===== config.mk =====
export PLATFORM = sky130hd
export DESIGN_NAME = tpg_gpio_port
export DESIGN_NICKNAME = d
export VERILOG_FILES = /design/src/hdl/tpg_pkg.sv /design/src/hdl/tpg_reg_if.sv /design/src/hdl/tpg_axil_slave.sv /design/src/hdl/tpg_gpio_port.sv
export SDC_FILE = /design/constraint.sdc
export NUM_CORES = 1
export LEC_CHECK = 0
export BUFFER_PORTS_ARGS = -buffer_cell sky130_fd_sc_hd__buf_2
export CAP_MARGIN = 25
export CORE_MARGIN = 4
export CORE_UTILIZATION = 40
export CTS_CLUSTER_SIZE = 12
export DETAILED_ROUTE_END_ITERATION = 12
export PLACE_DENSITY = 0.71
export SKIP_LAST_GASP = 1
export SYNTH_ARGS = -nofsm -noshare
export SYNTH_HDL_FRONTEND = slang
export SYNTH_HIERARCHICAL = 1
export SYNTH_SLANG_ARGS = --single-unit
export TNS_END_PERCENT = 1

===== constraint.sdc =====
create_clock -name core_clk -period 3.4 [get_ports core_clk]
set_input_delay 0.51 -clock core_clk [delete_from_list [all_inputs] [get_ports core_clk]]
set_output_delay 0.51 -clock core_clk [all_outputs]
set_load 0.02 [all_outputs]

===== src/hdl/tpg_pkg.sv =====
// tpg_pkg: constants of the three-pin gpio port
// assumes: included before every other design file
package tpg_pkg;

  // ----------------------------------------
  // widths
  // ----------------------------------------
  localparam int PIN_N = 3;     // port pins
  localparam int ADDR_W = 8;    // bus address bits
  localparam int DATA_W = 32;   // bus data bits

  // ----------------------------------------
  // register byte offsets
  // ----------------------------------------
  localparam logic [7:0] OFF_DATA = 8'h00;  // port_data_latch
  localparam logic [7:0] OFF_DIR = 8'h04;   // port_direction
  localparam logic [7:0] OFF_PULL = 8'h08;  // port_pullup_enable
  localparam logic [7:0] OFF_STBY = 8'h0C;  // standby pin control
  localparam logic [7:0] OFF_RMW = 8'h10;   // latch read-back view

  // ----------------------------------------
  // fields and reset values
  // ----------------------------------------
  localparam int SPL_BIT = 0;                 // standby_pin_state_control
  localparam int TMR_OUT_PIN = 0;             // reload_timer_output pin
  localparam int TMR_IN_PIN = 1;              // reload_timer_input pin
  localparam logic [2:0] LATCH_RST = 3'h0;    // latch after reset
  localparam logic [2:0] DIR_RST = 3'h0;      // all pins input
  localparam logic [2:0] PULL_RST = 3'h0;     // pull-ups off
  localparam logic SPL_RST = 1'b0;            // standby keeps state
  localparam logic [2:0] ALL_OFF = 3'h7;      // all drivers released

  // ----------------------------------------
  // bus responses
  // ----------------------------------------
  localparam logic [1:0] RESP_OKAY = 2'h0;
  localparam logic [1:0] RESP_SLVERR = 2'h2;

endpackage


===== src/hdl/tpg_reg_if.sv =====
// tpg_reg_if: register access strobes between bus slave and port
// assumes: both ends on core_clk
`timescale 1ns/1ps
interface tpg_reg_if;
  logic wrEn;          // one-cycle write strobe
  logic [7:0] wrAddr;  // write byte address
  logic [31:0] wrData; // write data
  logic [3:0] wrStrb;  // byte strobes
  logic wrOk;          // address mapped
  logic rdEn;          // one-cycle read strobe
  logic [7:0] rdAddr;  // read byte address
  logic [31:0] rdData; // read data, same cycle
  logic rdOk;          // address mapped

  // bus side
  modport slave(output wrEn, wrAddr, wrData, wrStrb, rdEn, rdAddr,
                input wrOk, rdData, rdOk);
  // register side
  modport regs(input wrEn, wrAddr, wrData, wrStrb, rdEn, rdAddr,
               output wrOk, rdData, rdOk);
endinterface


===== src/hdl/tpg_axil_slave.sv =====
// tpg_axil_slave: axi4-lite slave front end for the port registers
// assumes: one clock, synchronous active-low reset
`timescale 1ns/1ps
module tpg_axil_slave (
  // clock and reset
  input wire logic core_clk,
  input wire logic rst_b,
  // write address and data
  input wire logic [tpg_pkg::ADDR_W-1:0] awaddr,
  input wire logic awvalid,
  output logic awready,
  input wire logic [tpg_pkg::DATA_W-1:0] wdata,
  input wire logic [3:0] wstrb,
  input wire logic wvalid,
  output logic wready,
  // write response
  output logic [1:0] bresp,
  output logic bvalid,
  input wire logic bready,
  // read
  input wire logic [tpg_pkg::ADDR_W-1:0] araddr,
  input wire logic arvalid,
  output logic arready,
  output logic [tpg_pkg::DATA_W-1:0] rdata,
  output logic [1:0] rresp,
  output logic rvalid,
  input wire logic rready,
  // register side
  tpg_reg_if.slave regIf
);
  import tpg_pkg::*;

  logic awHeld, next_awHeld;        // address captured
  logic wHeld, next_wHeld;          // data captured
  logic [7:0] addrQ, next_addrQ;    // held write address
  logic [31:0] dataQ, next_dataQ;   // held write data
  logic [3:0] strbQ, next_strbQ;    // held strobes
  logic next_awready, next_wready;
  logic next_bvalid, next_arready, next_rvalid;
  logic [1:0] next_bresp, next_rresp;
  logic [31:0] next_rdata;

  // ----------------------------------------
  // write and read channel next state
  // ----------------------------------------
  always_comb begin
    next_awHeld = awHeld;
    next_wHeld = wHeld;
    next_addrQ = addrQ;
    next_dataQ = dataQ;
    next_strbQ = strbQ;
    next_bvalid = bvalid;
    next_bresp = bresp;
    next_arready = arready;
    next_rvalid = rvalid;
    next_rresp = rresp;
    next_rdata = rdata;
    // both halves held: fire the write
    regIf.wrEn = awHeld && wHeld;
    regIf.wrAddr = addrQ;
    regIf.wrData = dataQ;
    regIf.wrStrb = strbQ;
    regIf.rdEn = arvalid && arready;
    regIf.rdAddr = araddr;
    if (awvalid && awready) begin
      next_awHeld = 1'b1;
      next_addrQ = awaddr;
    end
    if (wvalid && wready) begin
      next_wHeld = 1'b1;
      next_dataQ = wdata;
      next_strbQ = wstrb;
    end
    if (regIf.wrEn) begin
      next_awHeld = 1'b0;
      next_wHeld = 1'b0;
      next_bvalid = 1'b1;
      next_bresp = regIf.wrOk ? RESP_OKAY : RESP_SLVERR;
    end else if (bvalid && bready) begin
      next_bvalid = 1'b0;
    end
    // one write in flight at a time
    next_awready = !next_awHeld && !next_bvalid && !regIf.wrEn;
    next_wready = !next_wHeld && !next_bvalid && !regIf.wrEn;
    // read: answer data the edge after the address
    if (regIf.rdEn) begin
      next_arready = 1'b0;
      next_rvalid = 1'b1;
      next_rdata = regIf.rdOk ? regIf.rdData : '0;
      next_rresp = regIf.rdOk ? RESP_OKAY : RESP_SLVERR;
    end else if (rvalid && rready) begin
      next_rvalid = 1'b0;
      next_arready = 1'b1;
    end
  end

  // ----------------------------------------
  // channel registers
  // ----------------------------------------
  always_ff @(posedge core_clk) begin
    if (!rst_b) begin
      awHeld <= 1'b0;
      wHeld <= 1'b0;
      addrQ <= 8'h00;
      dataQ <= 32'h0000_0000;
      strbQ <= 4'h0;
      awready <= 1'b1;
      wready <= 1'b1;
      bvalid <= 1'b0;
      bresp <= 2'h0;
      arready <= 1'b1;
      rvalid <= 1'b0;
      rresp <= 2'h0;
      rdata <= 32'h0000_0000;
    end else begin
      awHeld <= next_awHeld;
      wHeld <= next_wHeld;
      addrQ <= next_addrQ;
      dataQ <= next_dataQ;
      strbQ <= next_strbQ;
      awready <= next_awready;
      wready <= next_wready;
      bvalid <= next_bvalid;
      bresp <= next_bresp;
      arready <= next_arready;
      rvalid <= next_rvalid;
      rresp <= next_rresp;
      rdata <= next_rdata;
    end
  end
endmodule


===== src/hdl/tpg_gpio_port.sv =====
// tpg_gpio_port: three-pin general purpose port with shared timer pins
// assumes: core_clk 200 MHz, pads sampled from outside, standby and
// timer signals come from logic on core_clk
`timescale 1ns/1ps
module tpg_gpio_port (
  // clock and reset
  input wire logic core_clk,
  input wire logic rst_b,
  // axi4-lite write address
  input wire logic [tpg_pkg::ADDR_W-1:0] s_axi_awaddr,
  input wire logic s_axi_awvalid,
  output logic s_axi_awready,
  // axi4-lite write data
  input wire logic [tpg_pkg::DATA_W-1:0] s_axi_wdata,
  input wire logic [3:0] s_axi_wstrb,
  input wire logic s_axi_wvalid,
  output logic s_axi_wready,
  // axi4-lite write response
  output logic [1:0] s_axi_bresp,
  output logic s_axi_bvalid,
  input wire logic s_axi_bready,
  // axi4-lite read
  input wire logic [tpg_pkg::ADDR_W-1:0] s_axi_araddr,
  input wire logic s_axi_arvalid,
  output logic s_axi_arready,
  output logic [tpg_pkg::DATA_W-1:0] s_axi_rdata,
  output logic [1:0] s_axi_rresp,
  output logic s_axi_rvalid,
  input wire logic s_axi_rready,
  // port pins, bit n is port_pin_n
  input wire logic [tpg_pkg::PIN_N-1:0] padIn,
  output logic [tpg_pkg::PIN_N-1:0] padOut,
  output logic [tpg_pkg::PIN_N-1:0] padOe_b,
  output logic [tpg_pkg::PIN_N-1:0] padPullup,
  // reload timer
  input wire logic timerOutEn,
  input wire logic reloadTimerOutput,
  output logic reloadTimerInput,
  // power control: stop or watch mode active
  input wire logic stopWatchMode
);
  import tpg_pkg::*;

  // ----------------------------------------
  // declarations
  // ----------------------------------------
  tpg_reg_if regIf ();                    // bus to register strobes

  logic [PIN_N-1:0] portDataLatch;        // output latch
  logic [PIN_N-1:0] portDirection;        // 1 = output
  logic [PIN_N-1:0] portPullupEnable;     // 1 = pull-up wanted
  logic standbyPinStateControl;           // hi-z in stop/watch
  logic [PIN_N-1:0] next_portDataLatch;
  logic [PIN_N-1:0] next_portDirection;
  logic [PIN_N-1:0] next_portPullupEnable;
  logic next_standbyPinStateControl;

  logic [PIN_N-1:0] padMeta;              // first sync stage
  logic [PIN_N-1:0] padSync;              // second sync stage

  logic hiZ;                              // forced standby hi-z
  logic [PIN_N-1:0] sensed;               // gated pin level
  logic [PIN_N-1:0] drvEn;                // driver on, per pin
  logic [PIN_N-1:0] drvVal;               // driven level, per pin
  logic [PIN_N-1:0] next_padOut;
  logic [PIN_N-1:0] next_padOe_b;
  logic [PIN_N-1:0] next_padPullup;
  logic next_reloadTimerInput;

  // ----------------------------------------
  // helpers
  // ----------------------------------------
  // widen a pin vector into a bus word, upper bits zero
  function automatic logic [DATA_W-1:0] toWord(input logic [PIN_N-1:0] v);
    toWord = {{(DATA_W-PIN_N){1'b0}}, v};
  endfunction

  // write hits a given register with its low byte enabled
  function automatic logic hitWr(input logic [7:0] off);
    hitWr = regIf.wrEn && regIf.wrStrb[0] && (regIf.wrAddr == off);
  endfunction

  // ----------------------------------------
  // bus slave
  // ----------------------------------------
  tpg_axil_slave uSlave (
    .core_clk(core_clk),
    .rst_b(rst_b),
    .awaddr(s_axi_awaddr),
    .awvalid(s_axi_awvalid),
    .awready(s_axi_awready),
    .wdata(s_axi_wdata),
    .wstrb(s_axi_wstrb),
    .wvalid(s_axi_wvalid),
    .wready(s_axi_wready),
    .bresp(s_axi_bresp),
    .bvalid(s_axi_bvalid),
    .bready(s_axi_bready),
    .araddr(s_axi_araddr),
    .arvalid(s_axi_arvalid),
    .arready(s_axi_arready),
    .rdata(s_axi_rdata),
    .rresp(s_axi_rresp),
    .rvalid(s_axi_rvalid),
    .rready(s_axi_rready),
    .regIf(regIf.slave)
  );

  // ----------------------------------------
  // register writes
  // ----------------------------------------
  // latch is stored whatever the direction
  always_comb begin
    next_portDataLatch = portDataLatch;
    next_portDirection = portDirection;
    next_portPullupEnable = portPullupEnable;
    next_standbyPinStateControl = standbyPinStateControl;
    regIf.wrOk = 1'b1;
    // only bits 0..2 are stored
    if (hitWr(OFF_DATA)) begin
      next_portDataLatch = regIf.wrData[PIN_N-1:0];
    end
    if (hitWr(OFF_DIR)) begin
      next_portDirection = regIf.wrData[PIN_N-1:0];
    end
    if (hitWr(OFF_PULL)) begin
      next_portPullupEnable = regIf.wrData[PIN_N-1:0];
    end
    if (hitWr(OFF_STBY)) begin
      next_standbyPinStateControl = regIf.wrData[SPL_BIT];
    end
    // read-back view is not writable
    unique case (regIf.wrAddr)
      OFF_DATA, OFF_DIR, OFF_PULL, OFF_STBY: regIf.wrOk = 1'b1;
      default: regIf.wrOk = 1'b0;
    endcase
  end

  // register file; direction cleared at reset
  always_ff @(posedge core_clk) begin
    if (!rst_b) begin
      portDataLatch <= LATCH_RST;
      portDirection <= DIR_RST;
      portPullupEnable <= PULL_RST;
      standbyPinStateControl <= SPL_RST;
    end else begin
      portDataLatch <= next_portDataLatch;
      portDirection <= next_portDirection;
      portPullupEnable <= next_portPullupEnable;
      standbyPinStateControl <= next_standbyPinStateControl;
    end
  end

  // ----------------------------------------
  // pad input synchroniser
  // ----------------------------------------
  always_ff @(posedge core_clk) begin
    if (!rst_b) begin
      padMeta <= 3'h0;
      padSync <= 3'h0;
    end else begin
      padMeta <= padIn;
      padSync <= padMeta;
    end
  end

  // ----------------------------------------
  // standby gating and input path
  // ----------------------------------------
  // hi-z only when control set and in stop/watch
  assign hiZ = standbyPinStateControl && stopWatchMode;
  // input held low while blocked
  assign sensed = hiZ ? 3'h0 : padSync;

  // ----------------------------------------
  // pin drive selection
  // ----------------------------------------
  always_comb begin
    // port function: direction picks latch or release
    drvEn = portDirection;
    drvVal = portDataLatch;
    // timer output wins over port
    if (timerOutEn) begin
      drvEn[TMR_OUT_PIN] = 1'b1;
      drvVal[TMR_OUT_PIN] = reloadTimerOutput;
    end
    // standby override releases every driver
    if (hiZ) begin
      drvEn = 3'h0;
    end
  end

  // pad outputs; enable is active low
  always_comb begin
    next_padOut = drvVal;
    next_padOe_b = ~drvEn;
    // pull-up dropped while driving low
    next_padPullup = portPullupEnable & ~(drvEn & ~drvVal);
    // timer input taken from the pin level whatever the
    // direction; software sets it input first
    next_reloadTimerInput = sensed[TMR_IN_PIN];
  end

  // registered pad and timer outputs
  always_ff @(posedge core_clk) begin
    if (!rst_b) begin
      padOut <= 3'h0;
      padOe_b <= ALL_OFF;
      padPullup <= 3'h0;
      reloadTimerInput <= 1'b0;
    end else begin
      padOut <= next_padOut;
      padOe_b <= next_padOe_b;
      padPullup <= next_padPullup;
      reloadTimerInput <= next_reloadTimerInput;
    end
  end

  // ----------------------------------------
  // register reads
  // ----------------------------------------
  always_comb begin
    regIf.rdOk = 1'b1;
    regIf.rdData = '0;
    unique case (regIf.rdAddr)
      // port output gives latch, else pin level
      // the timer output pin reads the pin level, except in standby hi-z
      OFF_DATA: regIf.rdData = toWord(
        (portDirection & ~({2'b00, timerOutEn} & ~{3{hiZ}}))
        & portDataLatch
        | ~(portDirection & ~({2'b00, timerOutEn} & ~{3{hiZ}})) & sensed);
      // latch view for read-modify-write
      OFF_RMW: regIf.rdData = toWord(portDataLatch);
      OFF_DIR: regIf.rdData = toWord(portDirection);
      OFF_PULL: regIf.rdData = toWord(portPullupEnable);
      OFF_STBY: regIf.rdData = toWord({2'b00, standbyPinStateControl});
      default: regIf.rdOk = 1'b0;
    endcase
  end

  // ----------------------------------------
  // assertions
  // ----------------------------------------
  property p_dirRst;
    @(posedge core_clk) disable iff (!rst_b)
      $rose(rst_b) |-> (portDirection == 3'h0) && (padOe_b == 3'h7);
  endproperty
  a_dirRst: assert property (p_dirRst)
    else $error("direction not cleared by reset");

  property p_outDrive;
    @(posedge core_clk) disable iff (!rst_b)
      (portDirection[2] && !hiZ) |=>
        (!padOe_b[2] && padOut[2] == $past(portDataLatch[2]));
  endproperty
  a_outDrive: assert property (p_outDrive)
    else $error("output pin not driving latch");

  property p_inRelease;
    @(posedge core_clk) disable iff (!rst_b)
      (!portDirection[1]) |=> padOe_b[1];
  endproperty
  a_inRelease: assert property (p_inRelease)
    else $error("input pin driver enabled");

  property p_hiZ;
    @(posedge core_clk) disable iff (!rst_b)
      (standbyPinStateControl && stopWatchMode) |=>
        (padOe_b == 3'h7) && !reloadTimerInput;
  endproperty
  a_hiZ: assert property (p_hiZ)
    else $error("standby hi-z not forced");

  property p_keep;
    @(posedge core_clk) disable iff (!rst_b)
      (!standbyPinStateControl && stopWatchMode && portDirection[2])
        |=> !padOe_b[2];
  endproperty
  a_keep: assert property (p_keep)
    else $error("pin state lost in standby");

  property p_timerOut;
    @(posedge core_clk) disable iff (!rst_b)
      (timerOutEn && !hiZ) |=>
        (!padOe_b[0] && padOut[0] == $past(reloadTimerOutput));
  endproperty
  a_timerOut: assert property (p_timerOut)
    else $error("timer output not on pin");

  property p_pullLow;
    @(posedge core_clk) disable iff (!rst_b)
      (!padOe_b[0] && !padOut[0]) |-> !padPullup[0];
  endproperty
  a_pullLow: assert property (p_pullLow)
    else $error("pull-up on while driving low");

  property p_pullOn;
    @(posedge core_clk) disable iff (!rst_b)
      (portPullupEnable[1] && !portDirection[1]) |=> padPullup[1];
  endproperty
  a_pullOn: assert property (p_pullOn)
    else $error("pull-up not connected");

  property p_write;
    @(posedge core_clk) disable iff (!rst_b)
      (regIf.wrEn && regIf.wrStrb[0] && regIf.wrAddr == OFF_DATA) |=>
        portDataLatch == $past(regIf.wrData[2:0]);
  endproperty
  a_write: assert property (p_write)
    else $error("latch not updated by write");

  property p_readOut;
    @(posedge core_clk) disable iff (!rst_b)
      (regIf.rdEn && regIf.rdAddr == OFF_DATA && portDirection[2]) |->
        regIf.rdData[2] == portDataLatch[2];
  endproperty
  a_readOut: assert property (p_readOut)
    else $error("output pin read not latch");

  property p_readIn;
    @(posedge core_clk) disable iff (!rst_b)
      (regIf.rdEn && regIf.rdAddr == OFF_DATA && !portDirection[1]) |->
        regIf.rdData[1] == sensed[1];
  endproperty
  a_readIn: assert property (p_readIn)
    else $error("input pin read not pin level");

  property p_rmw;
    @(posedge core_clk) disable iff (!rst_b)
      (regIf.rdEn && regIf.rdAddr == OFF_RMW) |->
        regIf.rdData == toWord(portDataLatch);
  endproperty
  a_rmw: assert property (p_rmw)
    else $error("rmw view not latch");

  property p_blocked;
    @(posedge core_clk) disable iff (!rst_b)
      (regIf.rdEn && regIf.rdAddr == OFF_DATA && hiZ) |->
        regIf.rdData == toWord(portDataLatch & portDirection);
  endproperty
  a_blocked: assert property (p_blocked)
    else $error("blocked input not low");

endmodule


Word-level counts from Yosys, hierarchy flattened
Cells that the tools add are included.
{"block": "totals", "reg_bits": 81, "latchBits": 0, "ramBits": 0, "rom_bits": 0, "input_bits": 65, "out_inout_bits": 51, "wordCells": 88, "n_memories": 0}
{"block": "op_classes", "addsub": 0, "multipliers": 0, "div": 0, "n_lt_le_gt_ge": 0, "n_eq_ne": 7, "shift": 0, "n_mux": 20, "bitwise_logic": 13, "n_reduce_logical": 25}
{"op": "$eq A8 B4 Y1 const B", "n": 4}
{"op": "$not A3 Y3", "n": 6}
{"op": "$eq A8 B3 Y1 const B", "n": 2}
{"op": "$logic_and A1 B1 Y1", "n": 16}
{"op": "$logic_not A8 Y1", "n": 2}
{"op": "$and A3 B3 Y3", "n": 5}
{"op": "$pmux W3 S5", "n": 1}
{"op": "$mux W1", "n": 14}
{"op": "$mux W3", "n": 3}
{"op": "$eq A8 B5 Y1 const B", "n": 1}
{"op": "$reduce_or A5 Y1", "n": 1}
{"op": "$logic_not A1 Y1", "n": 4}
{"op": "$mux W2", "n": 2}
{"op": "$reduce_or A4 Y1", "n": 1}
{"op": "$and A1 B3 Y3", "n": 1}
{"op": "$or A3 B3 Y3", "n": 1}
{"op": "$reduce_bool A2 Y1", "n": 1}

Logic depth before layout (Yosys ltp)
{"block": "logic_depth", "ltp_word": 10, "ltp_mapped": 9, "depth_no_buf": 6}

Modules after synthesis
The synthesis kept the hierarchy.
{"mod": "tpg_axil_slave", "instances": 1, "cells_each": 393, "area_each_um2": 3917.5, "seq_area_each_um2": 1701.6}
{"mod": "tpg_gpio_port", "instances": 1, "cells_each": 115, "area_each_um2": 1073.5, "seq_area_each_um2": 520.5}

Worst setup path after synthesis
OpenSTA, ideal clock, no wires.
{"block": "synth_path", "path_type": "in2reg", "start": "in s_axi_araddr[1] (netlist name)", "end": "reg uSlave/rdata[0] (netlist name)", "setup_time_ns": 0.070, "arrival_time_ns": 1.687, "required_ns": 3.330, "path_slack_ns": 1.644, "cell_stages": 7, "path_buffers": 1, "cell_sequence": "buf_4 -> nor3_1 -> nand2_1 -> or4_1 -> o22ai_1 -> nand4_1 -> a21oi_1"}
{"block": "synth_via", "word_cells_on_any_way": 9, "cone_classes": "eq/ne: 4; mux: 3; reduce/logical: 2"}
{"item": "start, declared", "line": "tpg_gpio_port.sv:23", "text": "input wire logic [tpg_pkg::ADDR_W-1:0] s_axi_araddr,"}
{"item": "$eq A8 B4 Y1 (tied with other cells)", "line": "tpg_gpio_port.sv:225", "text": "unique case (regIf.rdAddr)"}
{"item": "$pmux W3 S5 *", "line": "tpg_gpio_port.sv:225"}
{"item": "net regIf.rdData[0]", "line": "tpg_reg_if.sv:12", "text": "logic [31:0] rdData;"}
{"item": "$mux W3 *", "line": "tpg_axil_slave.sv:89", "text": "next_rdata = regIf.rdOk ? regIf.rdData : '0;"}
{"item": "end signal, assigned", "line": "tpg_axil_slave.sv:128", "text": "rdata <= next_rdata;"}
{"item": "end, declared", "line": "tpg_axil_slave.sv:24", "text": "output logic [tpg_pkg::DATA_W-1:0] rdata,"}
The timed path passes the listed nets; every way through them passes the cells marked *.
A chain may end at the register's enable or synchronous reset.

Final worst setup path
{"block": "layout_path", "start": "reg uSlave.awready", "end": "out s_axi_awready"}
{"item": "start, declared", "line": "tpg_axil_slave.sv:11", "text": "output logic awready,"}
{"item": "start signal, assigned", "line": "tpg_axil_slave.sv:121", "text": "awready <= next_awready;"}
{"item": "end, declared", "line": "tpg_gpio_port.sv:12", "text": "output logic s_axi_awready,"}
No word-level cell between the ends.

==> summary.md <==
| Metric | Value |
|---|---|
| Max Slew Vio Count | `0` |
| Post-Syn Area | `3560 um2` |
| WP data arrival | `1350 ps` |
| Setup Crit Path Kind | `flop to output pin` |
| Top delay family on crit path | `flip-flops` |
| Crit share post-route | `54.6%` |
| Cells on worst reg2reg path | `4` |
| Hold_buf cts | `0` |
| RSZ-0062 raised after global routing | `false` |
| Final worst slack | `1540 ps` |
| Critical path, cell by cell | `buf_2` |
| Slowest CP cell | `dfxtp_1` |
| # DRC | `0` |
| Drt wl/cell | `13.6 um` |
| PortBufs | `81` |
| Worst Path Required | `2890 ps` |
| GR Overflow Total | `0` |
| Worst IR Drop VDD | `0.228 mV` |
| Hold Crit Endpoint | `padMeta[2]` |
| Worst hold path type | `input pin to flop` |
| Root Buffer | `clkbuf_8` |
| Hpwl dp | `5110 um` |
| Chip width | `102 um` |
| Largest net degree at the start of global routing | `67` |
| Reg2reg start | `uSlave/regIf.wrAddr[1]` |
| Area growth from synthesis to layout | `17.1%` |
| Yosys synthesis warning count | `6` |
| Cell count after synthesis | `370` |
| # clock sinks | `79` |
| Commonest non-fill, non-tap cell in the layout | `buf_2` |
| Clk_skew | `11.0 ps` |
| Fill cells | `852` |
| Reg2Reg Capture Point | `portPullupEnable[0]` |
| Overall Global Routing Usage | `14.4%` |
| Synthesized area per cell | `9.61 um2` |
| CTS H-tree lvls | `3` |
| Post-route ant nets | `0` |
| First-pass GRT wire length | `12,100 um` |
| Full die area | `10,500 um2` |
| Worst Setup Start Kind | `flop` |
| Pleak | `1.78 nW` |
| Total number of vias | `2,796` |
| Final wirelength | `7600 um` |
| Final Critical Period | `1860 ps` |
| Transition time of the tightest slew-check pin | `864 ps` |
| Clock Latency Late Sink | `340 ps` |
| Total power | `2.02 mW` |
| Initial antenna violation count | `1` |
| Chip height | `102 um` |
| Clk buf depth | `2` |
| Peak per-stage delay on the critical path | `730 ps` |
| Final Wtd Congestion | `0.806` |
| Setup bufs post-CTS | `0` |
| Min-Delay Startpoint | `padIn[2]` |
| Finished Core Util | `48.0%` |
| Fin area | `4170 um2` |
| Post-route setup TNS | `0 ps` |
| Layout cell share with drive strength beyond 1 | `29.6%` |
| Worst-path fanout max | `19` |
| R2r setup slk | `1630 ps` |
| DP Area | `3880 um2` |
| Post_cts resized | `0` |
| Pre-CTS WS | `1370 ps` |
| Starting density of the core | `41.0%` |
| Setup Viol. Count Final | `0` |
| Hold depth | `2` |
| # rows | `34` |
| PwrDens | `486 nW/um2` |
| Number of vias per cell | `4.99` |
| CTS buffer count | `9` |
| Max Cap Violations | `0` |
| I/O pin cnt | `116` |
| Buffer and inverter count on the worst path | `1` |
| Crit end category | `output pin` |
| F_max | `539 MHz` |
| Fin nets | `510` |
| Outcome | `completed` |
| Drt first pass iters | `4` |
| DR iter-0 viols | `107` |
| Reg clk slew, reported paths | `80 ps` |
| Vias in the first global route | `2,617` |
| Final hold vios | `0` |
| CTS tree | `done` |
| Max transition margin | `42.4%` |
| Core region area | `8680 um2` |
| Commonest non-fill, non-tap cells in the layout | `81 x buf_2, 78 x dfxtp_1, 51 x a21oi_1, 32 x nand4_1, 31 x conb_1` |
## worst max-delay path by stage
stage                          startpoint         endpoint  slack (ps)  cells after the start
after floorplan           s_axi_araddr[1]  uSlave/rdata[0]        1640                      7
after global placement    s_axi_araddr[1]  uSlave/rresp[1]        1380                      6
final                      uSlave/awready    s_axi_awready        1540                      1
after global routing       uSlave/awready    s_axi_awready        1490                      1
after detailed placement  s_axi_araddr[1]  uSlave/rresp[1]        1370                      6
after CTS                  uSlave/awready    s_axi_awready        1540                      1
## per-layer routing
metal  track usage [%]  vias up  share of wire (%)
met2              23.4       52                 49
met5                 0        -                  0
met1              18.2     1306                 45
met3              2.46        9                4.1
met4              7.47        0                1.7
li1                  -     1429                  -
## per-stage QoR
| step | cells | hold slack, ps |
|---|---|---|
| CTS | 557 | 363 |
| floorplan | 399 | 407 |
| detailed placement | 541 | 427 |
| global route | 559 | 369 |
| global placement | 541 | 416 |
| finish | 560 | 381 |
## flip-flops by register name (all words and copies together) (netlist names), 3 cells and up
name / flops
uSlave/regIf.wrAddr: 8
padPullup: 3
uSlave/rdata: 32
portDirection: 3
padOut: 3
padOe_b: 3
uSlave/regIf.wrData: 3
padSync: 3
padMeta: 3
portDataLatch: 3
portPullupEnable: 3
## power breakdown
group	switching, mW	leakage (nW)	internal (mW)	total (mW)
clock network	0.331	0.126	0.561	0.892
logic	0.0954	1.02	0.0602	0.156
registers	0.0286	0.642	0.948	0.977
## final cells by class
type | instances | area (um2) | share of cell area (%)
Antenna cell | 2 | 5.00 | 0.120
Inverter | 6 | 22.5 | 0.541
Sequential cell | 79 | 1580 | 38.0
Clock inverter | 6 | 133 | 3.18
Clock buffer | 10 | 128 | 3.06
Timing Repair Buffer | 85 | 448 | 10.8
Multi-Input combinational cell | 264 | 1710 | 41.1
Tap cell | 108 | 135 | 3.24
Note: power is estimated with default switching activity, not from simulation.
